File: config.mk
export PLATFORM = sky130hd
export DESIGN_NAME = usb_device_core_regs
export DESIGN_NICKNAME = d
export VERILOG_FILES = /design/src/common/usb_regs_pkg.sv /design/src/verilog/usb_device_core_regs.sv
export VERILOG_INCLUDE_DIRS = /design/src /design/src/common
export SDC_FILE = /design/constraint.sdc
export NUM_CORES = 1
export LEC_CHECK = 0
export ABC_AREA = 1
export BUFFER_PORTS_ARGS = -buffer_cell sky130_fd_sc_hd__buf_2
export CORE_MARGIN = 2
export CORE_UTILIZATION = 47
export DETAILED_ROUTE_END_ITERATION = 10
export PLACE_DENSITY_LB_ADDON = 0.1
export SYNTH_ARGS = -nofsm -noshare
export SYNTH_HDL_FRONTEND = slang
export SYNTH_SLANG_ARGS = --single-unit
export TNS_END_PERCENT = 5
File: constraint.sdc
create_clock -name clk -period 1.1 [get_ports clk]
set_clock_uncertainty 0.1 [all_clocks]
set_input_delay 0 -clock clk [delete_from_list [all_inputs] [get_ports clk]]
set_output_delay 0 -clock clk [all_outputs]
set_load 0.05 [all_outputs]
File: src/common/usb_regs_consts.svh
`ifndef USB_REGS_CONSTS_SVH
`define USB_REGS_CONSTS_SVH
`define OFF_FRAME_LOW 8'h31
`define OFF_FRAME_HIGH 8'h32
`define OFF_DEV_EN_ADDR 8'h33
`define OFF_MANUAL_TX 8'h34
`define OFF_MANUAL_DRIVE 8'h35
`define OFF_EP0_STATUS 8'h36
`define OFF_EP0_COUNT 8'h37
`define RST_BYTE 8'h00
`define RST_FRAME 11'h000
`define BIT_DEV_EN 7
`define BIT_MAN_TX_EN 7
`define BIT_FORCE_SE0 6
`define BIT_LINE_STATE 5
`define BIT_MAN_MODE 7
`define BIT_DRIVE_CMOS 6
`define BIT_DP_DRIVE 5
`define BIT_DM_DRIVE 4
`define BIT_LEGACY_PU 3
`define BIT_ATTACH_PU 2
`define BIT_SETUP_RX 7
`define BIT_IN_RX 6
`define BIT_OUT_RX 5
`define BIT_ACKED 4
`define BIT_TOGGLE 7
`define BIT_DATA_VALID 6
`endif

File: src/common/usb_regs_pkg.sv
package usb_regs_pkg;
	typedef enum logic [1:0] {
		drv_engine,
		drv_manual_tx,
		drv_manual_io
	} line_owner_t;
endpackage

File: src/verilog/usb_device_core_regs.sv
`timescale 1ns/1ps
`include "usb_regs_consts.svh"
// What this block does
// frame number low byte readable
// frame number bits 10:8 readable
// frame capture, token accept, engine drive and event flags only when enabled
// answer only own seven-bit address
// manual transmit overrides engine line drive
// force se0 drives both lines low
// line state bit picks k or j
// differential receiver readable at bit 0
// manual mode gives direct pin access
// drive bit selects open-drain or push-pull
// d plus drive bit controls d plus
// d minus drive bit controls d minus
// legacy pull-ups follow their bit
// attach pull-up follows its bit
// pin levels readable, reset to one
// setup received flag set by engine
// in received flag set by engine
// out received flag set by engine while enabled
// acked out sets acked flag
// mode field steers endpoint answers
// toggle written by software or engine
// data valid shows error-free transfer
// byte count written by either side
// flags sticky until software clears
module usb_device_core_regs
	import usb_regs_pkg::*;
(
	// clock and reset
	input wire logic clk,
	input wire logic rst,
	// register port
	input wire logic [7:0] reg_addr,
	input wire logic [7:0] reg_wdata,
	input wire logic reg_wr,
	input wire logic reg_rd,
	output logic [7:0] reg_rdata,
	// serial engine side
	input wire logic sof_valid,
	input wire logic [10:0] sof_frame,
	input wire logic tok_valid,
	input wire logic [6:0] tok_addr,
	input wire logic ev_setup_acked,
	input wire logic ev_in_token,
	input wire logic ev_out_packet,
	input wire logic ev_out_acked,
	input wire logic rx_done,
	input wire logic rx_toggle,
	input wire logic rx_ok,
	input wire logic [3:0] rx_count,
	input wire logic mode_load,
	input wire logic [3:0] mode_new,
	input wire logic eng_dp,
	input wire logic eng_dm,
	input wire logic eng_oe,
	output logic tok_accept,
	output logic [3:0] ep0_mode,
	output logic ep0_tx_toggle,
	output logic [3:0] ep0_tx_count,
	// bus pins
	input wire logic dp_in,
	input wire logic dm_in,
	output logic dp_out,
	output logic dp_oe,
	output logic dm_out,
	output logic dm_oe,
	output logic legacy_pullup_on,
	output logic attach_pullup_on
);
	logic [10:0] frame_r;
	logic [7:0] ctrl_r;
	logic manual_transmit_enable;
	logic force_single_ended_zero;
	logic manual_line_state;
	logic [4:0] mdrv_r;
	logic manual_access_mode;
	logic drive_cmos;
	logic dplus_drive_bit;
	logic dminus_drive_bit;
	logic legacy_pullup_enable;
	logic attach_pullup_enable;
	logic [3:0] flags_r;
	logic [3:0] mode_r;
	logic toggle_r;
	logic valid_r;
	logic [3:0] count_r;
	logic [1:0] line_in;
	logic [1:0] line_sync_r [2];
	logic dplus_level;
	logic dminus_level;
	logic diff_rx;
	logic [3:0] flag_set;
	logic [3:0] flag_clr;
	logic [7:0] rdata_nxt;
	logic [7:0] frame_low_word;
	logic [7:0] frame_high_word;
	logic [7:0] mtx_word;
	logic [7:0] mdrv_word;
	logic [7:0] ep0_word;
	logic [7:0] cnt_word;
	logic dp_nxt;
	logic dm_nxt;
	logic dp_oe_nxt;
	logic dm_oe_nxt;
	line_owner_t owner;
	logic wr_ctrl;
	logic wr_mtx;
	logic wr_mdrv;
	logic wr_ep0;
	logic wr_cnt;

	// one decode for all writes, so no two registers claim one strobe
	always_comb begin
		wr_ctrl = 1'b0;
		wr_mtx = 1'b0;
		wr_mdrv = 1'b0;
		wr_ep0 = 1'b0;
		wr_cnt = 1'b0;
		if (reg_wr) begin
			unique case (reg_addr)
				`OFF_DEV_EN_ADDR: wr_ctrl = 1'b1;
				`OFF_MANUAL_TX: wr_mtx = 1'b1;
				`OFF_MANUAL_DRIVE: wr_mdrv = 1'b1;
				`OFF_EP0_STATUS: wr_ep0 = 1'b1;
				`OFF_EP0_COUNT: wr_cnt = 1'b1;
				default: begin
				end
			endcase
		end
	end

	assign manual_access_mode = mdrv_r[4];
	assign drive_cmos = mdrv_r[3];
	assign dplus_drive_bit = mdrv_r[2];
	assign dminus_drive_bit = mdrv_r[1];
	assign legacy_pullup_enable = mdrv_r[0];
	assign dplus_level = line_sync_r[1][1];
	assign dminus_level = line_sync_r[0][1];
	assign diff_rx = dplus_level && !dminus_level;

	// pins pass two stages before any logic reads them; reset to one
	assign line_in = {dp_in, dm_in};
	genvar li;
	generate
		for (li = 0; li < 2; li++) begin : g_sync
			always_ff @(posedge clk) begin
				if (rst) begin
					line_sync_r[li] <= 2'b11;
				end else begin
					line_sync_r[li] <= {line_sync_r[li][0], line_in[li]};
				end
			end
		end
	endgenerate

	// frame capture only counts while enabled
	always_ff @(posedge clk) begin
		if (rst) begin
			frame_r <= `RST_FRAME;
		end else if (sof_valid && ctrl_r[`BIT_DEV_EN]) begin
			frame_r <= sof_frame;
		end
	end

	// enable and address share one write, so they never disagree
	always_ff @(posedge clk) begin
		if (rst) begin
			ctrl_r <= `RST_BYTE;
		end else if (wr_ctrl) begin
			ctrl_r <= reg_wdata;
		end
	end

	// registered so the accept decision is a clean one-cycle pulse
	always_ff @(posedge clk) begin
		if (rst) begin
			tok_accept <= 1'b0;
		end else begin
			tok_accept <= tok_valid && ctrl_r[`BIT_DEV_EN]
				&& tok_addr == ctrl_r[6:0];
		end
	end

	// bits are kept even while another owner drives the lines
	always_ff @(posedge clk) begin
		if (rst) begin
			manual_transmit_enable <= 1'b0;
			force_single_ended_zero <= 1'b0;
			manual_line_state <= 1'b0;
		end else if (wr_mtx) begin
			manual_transmit_enable <= reg_wdata[`BIT_MAN_TX_EN];
			force_single_ended_zero <= reg_wdata[`BIT_FORCE_SE0];
			manual_line_state <= reg_wdata[`BIT_LINE_STATE];
		end
	end

	always_ff @(posedge clk) begin
		if (rst) begin
			mdrv_r <= 5'h00;
			attach_pullup_enable <= 1'b0;
		end else if (wr_mdrv) begin
			mdrv_r <= {reg_wdata[`BIT_MAN_MODE], reg_wdata[`BIT_DRIVE_CMOS],
				reg_wdata[`BIT_DP_DRIVE], reg_wdata[`BIT_DM_DRIVE],
				reg_wdata[`BIT_LEGACY_PU]};
			attach_pullup_enable <= reg_wdata[`BIT_ATTACH_PU];
		end
	end

	// manual io wins over manual transmit, which wins over the engine
	always_comb begin
		if (manual_access_mode) begin
			owner = drv_manual_io;
		end else if (manual_transmit_enable) begin
			owner = drv_manual_tx;
		end else begin
			owner = drv_engine;
		end
	end

	always_comb begin
		dp_nxt = eng_dp;
		dm_nxt = eng_dm;
		dp_oe_nxt = eng_oe;
		dm_oe_nxt = eng_oe;
		unique case (owner)
			drv_engine: begin
				dp_oe_nxt = eng_oe && ctrl_r[`BIT_DEV_EN];
				dm_oe_nxt = eng_oe && ctrl_r[`BIT_DEV_EN];
			end
			drv_manual_tx: begin
				dp_oe_nxt = 1'b1;
				dm_oe_nxt = 1'b1;
				if (force_single_ended_zero) begin
					dp_nxt = 1'b0;
					dm_nxt = 1'b0;
				end else begin
					// j is d plus high, k is d minus high
					dp_nxt = manual_line_state;
					dm_nxt = !manual_line_state;
				end
			end
			drv_manual_io: begin
				// open drain only pulls low; a one releases the line
				dp_nxt = dplus_drive_bit;
				dm_nxt = dminus_drive_bit;
				dp_oe_nxt = drive_cmos || !dplus_drive_bit;
				dm_oe_nxt = drive_cmos || !dminus_drive_bit;
			end
		endcase
	end

	// pins change one cycle after their cause, so the mux never glitches
	always_ff @(posedge clk) begin
		if (rst) begin
			dp_out <= 1'b0;
			dm_out <= 1'b0;
			dp_oe <= 1'b0;
			dm_oe <= 1'b0;
		end else begin
			dp_out <= dp_nxt;
			dm_out <= dm_nxt;
			dp_oe <= dp_oe_nxt;
			dm_oe <= dm_oe_nxt;
		end
	end

	// pull-ups follow their bits whoever owns the lines
	always_ff @(posedge clk) begin
		if (rst) begin
			legacy_pullup_on <= 1'b0;
			attach_pullup_on <= 1'b0;
		end else begin
			legacy_pullup_on <= legacy_pullup_enable;
			attach_pullup_on <= attach_pullup_enable;
		end
	end

	// events while disabled are dropped, not held for later
	assign flag_set = {ev_setup_acked, ev_in_token, ev_out_packet,
		ev_out_acked} & {4{ctrl_r[`BIT_DEV_EN]}};
	// writing zero to a flag clears it, writing one leaves it
	assign flag_clr = wr_ep0 ? ~reg_wdata[7:4] : 4'h0;

	genvar gi;
	generate
		for (gi = 0; gi < 4; gi++) begin : g_flag
			always_ff @(posedge clk) begin
				if (rst) begin
					flags_r[gi] <= 1'b0;
				end else if (flag_set[gi]) begin
					flags_r[gi] <= 1'b1;
				end else if (flag_clr[gi]) begin
					flags_r[gi] <= 1'b0;
				end
			end
		end
	endgenerate

	// engine mode update beats a software write in the same cycle
	always_ff @(posedge clk) begin
		if (rst) begin
			mode_r <= 4'h0;
		end else if (mode_load) begin
			mode_r <= mode_new;
		end else if (wr_ep0) begin
			mode_r <= reg_wdata[3:0];
		end
	end

	always_ff @(posedge clk) begin
		if (rst) begin
			toggle_r <= 1'b0;
			count_r <= 4'h0;
		end else if (rx_done) begin
			toggle_r <= rx_toggle;
			count_r <= rx_count;
		end else if (wr_cnt) begin
			toggle_r <= reg_wdata[`BIT_TOGGLE];
			count_r <= reg_wdata[3:0];
		end
	end

	// software only ever clears data valid, never sets it; the engine sets or clears it on rx_done
	always_ff @(posedge clk) begin
		if (rst) begin
			valid_r <= 1'b0;
		end else if (rx_done) begin
			valid_r <= rx_ok;
		end else if (wr_cnt && !reg_wdata[`BIT_DATA_VALID]) begin
			valid_r <= 1'b0;
		end
	end

	assign ep0_mode = mode_r;
	assign ep0_tx_toggle = toggle_r;
	assign ep0_tx_count = count_r;

	// readback words, built once so the read mux stays a plain select
	assign frame_low_word = frame_r[7:0];
	assign frame_high_word = {5'h00, frame_r[10:8]};
	assign mtx_word = {manual_transmit_enable, force_single_ended_zero,
		manual_line_state, 4'h0, diff_rx};
	assign mdrv_word = {mdrv_r, attach_pullup_enable, dplus_level,
		dminus_level};
	assign ep0_word = {flags_r, mode_r};
	assign cnt_word = {toggle_r, valid_r, 2'b00, count_r};

	always_comb begin
		rdata_nxt = 8'h00;
		unique case (reg_addr)
			`OFF_FRAME_LOW: rdata_nxt = frame_low_word;
			`OFF_FRAME_HIGH: rdata_nxt = frame_high_word;
			`OFF_DEV_EN_ADDR: rdata_nxt = ctrl_r;
			`OFF_MANUAL_TX: rdata_nxt = mtx_word;
			`OFF_MANUAL_DRIVE: rdata_nxt = mdrv_word;
			`OFF_EP0_STATUS: rdata_nxt = ep0_word;
			`OFF_EP0_COUNT: rdata_nxt = cnt_word;
			default: rdata_nxt = 8'h00;
		endcase
	end

	always_ff @(posedge clk) begin
		if (rst) begin
			reg_rdata <= `RST_BYTE;
		end else if (reg_rd) begin
			reg_rdata <= rdata_nxt;
		end else begin
			reg_rdata <= `RST_BYTE;
		end
	end
endmodule

== Word-level counts from Yosys, hierarchy flattened ==
Memory sizes are Yosys's and may differ from the RTL's.
Index checks and enable logic that the tools add are counted.

* Bits in registers: 57
* Memory bits (writable): 4
* Memories: 1

{| class="wikitable"
|+ Memories
! memory !! depth !! bits a word !! read ports !! clocked after Yosys merged registers in !! wr ports !! line !! source
|-
| line_sync_r || 2 || 2 || 2 || 0 || 2 || usb_device_core_regs.sv:90 || <nowiki>logic [1:0] line_sync_r [2];</nowiki>
|}

* Equal/unequal tests: 10
* Muxes and demuxes: 41
* Bitwise operators: 5
* Reductions and logical operators: 22

{| class="wikitable"
|+ Operators by type and width
! cell !! count
|-
| == test 8 x 6 -> 1 bit, second input constant || 7
|-
| case mux 8 bit (7 select lines) || 1
|-
| two-way mux 1 bit || 28
|-
| two-way mux 4 bit || 5
|-
| nonzero test 2 bit || 7
|-
| == test 7 bit || 1
|-
| logical AND 1 bit || 6
|-
| two-way mux 2 bit || 3
|-
| case mux 1 bit (3 select lines) || 2
|-
| logical NOT 1 bit || 5
|-
| bitwise AND 4 bit || 1
|-
| inverter 4 bit || 1
|-
| case mux 1 bit (2 select lines) || 2
|-
| == test 2 x 1 -> 1 bit, second input constant || 1
|-
| == test 2 bit, second input constant || 1
|-
| logical NOT 2 bit || 1
|-
| logical OR 1 bit || 2
|-
| bitwise OR 1 bit || 2
|-
| OR reduction 2 bit || 1
|-
| inverter 1 bit || 1
|}

== Logic depth before layout (Yosys ltp) ==
* Word-level depth: 6
* Gate-level depth with buffers: 9
* Depth with buffers taken out: 8

== Least setup slack after synthesis ==
Ideal clock, no wire load.

* Path kind: register -> register
* Start: register count_r[0] (netlist: ep0_tx_count[0])
* End: register reg_rdata[0]
* Setup time: 70 ps
* Data arrival time: 972 ps
* Data required time: 930 ps
* Slack: -42 ps
* Stages on the path, launching flop included: 5
* Buffers on the path: 0
* Clock period less this slack: 1,142 ps
* Cells stage by stage: dfxtp_1 -> nand3_1 -> nand2_1 -> nor2_1 -> a21oi_1

* Longest elaborated chain between the ends: 1

{| class="wikitable"
|+ RTL lines
! item !! line !! source
|-
| from (decl) || usb_device_core_regs.sv:88 || <nowiki>logic [3:0] count_r;</nowiki>
|-
| from (signal assigned) || usb_device_core_regs.sv:318 || <nowiki>count_r <= rx_count;</nowiki>
|-
| from (signal assigned) || usb_device_core_regs.sv:321 || <nowiki>count_r <= reg_wdata[3:0];</nowiki>
|-
| case mux 8 bit (7 select lines) || usb_device_core_regs.sv:352 || <nowiki>unique case (reg_addr)</nowiki>
|-
| to (signal assigned) || usb_device_core_regs.sv:366 || <nowiki>reg_rdata <= `RST_BYTE;</nowiki>
|-
| to (signal assigned) || usb_device_core_regs.sv:368 || <nowiki>reg_rdata <= rdata_nxt;</nowiki>
|-
| to (signal assigned) || usb_device_core_regs.sv:370 || <nowiki>reg_rdata <= `RST_BYTE;</nowiki>
|-
| to (decl) || usb_device_core_regs.sv:39 || <nowiki>output logic [7:0] reg_rdata,</nowiki>
|}

No other way between the ends.
A chain may end at the register's enable or synchronous reset.

==> metrics <==
Pre-Repair DR Iteration Count 4; max_cap viols 0; core area between 5000 and 6000 sq um; Setup TNS -0.0187 ns; fraction of layout cells with a size suffix above 1 0.303; Finished Cell Area 4240 sq um; clock root buffer master clkbuf_8; Relative slew margins 0.825; fin crit period between 1 and 1.5 ns; routed len/inst around 14 um; failing checks setup timing; initial core utilization 0.489; post-synthesis simple-gate area fraction 0.282; syn avg cell area 7.58 sq um; Slew Viols, Final 0; post-synthesis cell area 2910 sq um; Worst-path clk slew roughly 0.07 ns; GRT Util Overall 0.256; VDD IR max between 0.6 and 0.7 mV; Synth Instances 384; largest family of logic cells by synthesized area simple AND/OR/NAND/NOR gates; CTS tree yes; post-synthesis mux area share 0.00387; clk sinks around 60; CP max FO 16; Hold Crit Class input pin to register; drc violations 0; largest net degree at the start of global routing 33; final worst setup slack -0.0160 ns; CTS Buf Count 9; CTS max path bufs 2; GRT overflow 0; full die area 6840 sq um; first-pass GRT wire length between 10000 and 15000 um; fin crit share 1.01; Pleak 1.85 nW; Die Ht 82.7 um; Critical Path AT ~1.3 ns; worst skew pair latency about 0.34 ns; syn nets around 450; initial antenna violation count 0; Nets about 600; final core utilization 0.712; Synth Area in Compound Gates 0.176; 1st-iter DRT viols a little under 100; Setup WS pre-CTS -0.154 ns; Adder-Cell Fraction of Synth Area 0; Area after DPL 3490 sq um; Routed Antenna Nets 0; worst slew pin tran between 0.2 and 0.3 ns; IO Port Bufs 84; I/O Pins between 80 and 90; Critical Path Start Type input pin; Crit. End Element register; Required @ worst endpoint ~1.3 ns; final hold vios 0; H-tree Lvls 3; Layout area overhead 45.6%; # diodes 0; DR vias slightly above 3000; RSZ-0062 raised after global routing true; Row Count 28; Placer Congestion roughly 0.88; sequential share of the synthesized area 0.419; Netlist cell types 33; synth warn 0; Peak Freq 896 MHz; vias in the first global route slightly below 3000; Via density ~5; Power Total 4.61 mW; final wirelength between 8000 and 9000 um; dpl hpwl just under 6000 um; pwr/cell area between 1000 and 1500 nW/um^2; final setup violation count 2; xor-xnor portion of the synthesized cell area 0.0120; status complete, but fails checks; Setup CP Type input pin to register; Yosys reg bits 61; Die Width 82.7 um
==> registers in the layout (all words and copies together) (netlist names), 4 cells and up <==
register and flops:
ep0_tx_count 4, line_sync_r 4, ep0_word 4, ctrl_r 8
mdrv_r 5, reg_rdata 8, frame_r 11, ep0_mode 4
==> cells in the final DEF, fill, tap and decap left out, drive strengths merged, types with 16 or more instances in the layout <==
cell type,count
nand3,61
buf,103
nor2,48
inv,41
dlygate4sd3,52
o21ai,52
a21oi,38
clkbuf,16
dfxtp,61
nand2,46
==> path summary, 6_finish.rpt <==
check                                from                              to  slack, ns  depth (start not counted)
max                                   rst           tok_accept$_SDFF_PP0_      -0.02                          6
min                                   rst  manual_line_state$_SDFFE_PP0P_       0.02                          5
max reg2reg        ctrl_r[7]$_SDFFE_PP0P_         frame_r[2]$_SDFFE_PP0P_          0                          5
min reg2reg  line_sync_r[0][0]$_SDFF_PP1_    line_sync_r[0][1]$_SDFF_PP1_       0.31                          1
==> synth_stat cells <==
| cell | n | area, sq um |
|---|---|---|
| nand3_1 | 56 | 280 |
| dfxtp_1 | 61 | 1220 |
| o22ai_1 | 1 | 6.26 |
| buf_12 | 2 | 40.0 |
| nand3_2 | 2 | 20.0 |
| nand3_4 | 3 | 52.6 |
| mux2_2 | 1 | 11.3 |
| nor2_1 | 41 | 154 |
| nand4_1 | 1 | 6.26 |
| nand2_1 | 39 | 146 |
| buf_4 | 5 | 37.5 |
| buf_6 | 4 | 45.0 |
| a21oi_2 | 1 | 8.76 |
| o21ai_2 | 2 | 17.5 |
| nor2_4 | 4 | 45.0 |
| a22o_1 | 1 | 8.76 |
| nand2_4 | 3 | 33.8 |
| nor2_8 | 1 | 20.0 |
| inv_2 | 1 | 3.75 |
| a21oi_1 | 37 | 185 |
| a211oi_1 | 1 | 7.51 |
| xnor2_1 | 4 | 35.0 |
| nor2_2 | 2 | 12.5 |
| buf_2 | 1 | 5.00 |
| o211ai_1 | 1 | 7.51 |
| nand2_2 | 4 | 25.0 |
| o21ai_1 | 8 | 40.0 |
| or2_2 | 4 | 25.0 |
| clkbuf_1 | 7 | 26.3 |
| o21ai_0 | 42 | 210 |
| a31oi_1 | 2 | 12.5 |
| o21a_1 | 1 | 7.51 |
| inv_1 | 41 | 154 |
==> per-stage QoR <==
step	hold WS, ns	instances
floorplan	0.00381	384
CTS	0.00113	614
detailed placement	0.0869	546
global route	0.0340	616
finish	0.0197	616
global placement	0.0818	546
==> critical path: stages <==
cell,delay [ns]
buf_2,0.10
dlygate4sd3_1,0.55
buf_4,0.20
a211oi_1,0.20
nand3_1,0.11
nor2_1,0.13
==> cell type report <==
class,instances,area [sq um]
clock buffer,11,131
clock inverter,5,27.5
fill,526,1720
inverter,42,161
multi-input combinational,262,1400
sequential,61,1230
tap,75,93.8
timing repair buffer,160,1200
==> power by group <==
group	total, mW	internal (mW)	switching, mW
Clock	1.66	0.802	0.856
Sequential	2.27	2.24	0.0260
Combinational	0.687	0.335	0.353
==> repair_timing <==
item                                   CTS  global route
setup endpoints to repair               13            22
endpoints found under the hold margin   53             0
gates cloned                             0             1
hold buffers                            52             0
pin swaps                                0             4
setup buffers                            0             1
gates resized for setup                  7            21
==> metal layers <==
layer / part of all wire / wire length, um / track usage
met4: 0.015 / 129 / 0.0787
met5: 0 / 0 / 0
met3: 0.052 / 433 / 0.0663
met1: 0.44 / 3720 / 0.313
met2: 0.49 / 4090 / 0.440
==> kinds of logic (layout without fill, tap and decap cells) <==
family / Yosys count / count (layout)
buf+inv: 61 / 218
compound gates: 97 / 97
simple gates: 160 / 160
flops: 61 / 61
mux: 1 / 1
xor+xnor: 4 / 4
No activity file was read; power rests on OpenSTA's default activity.
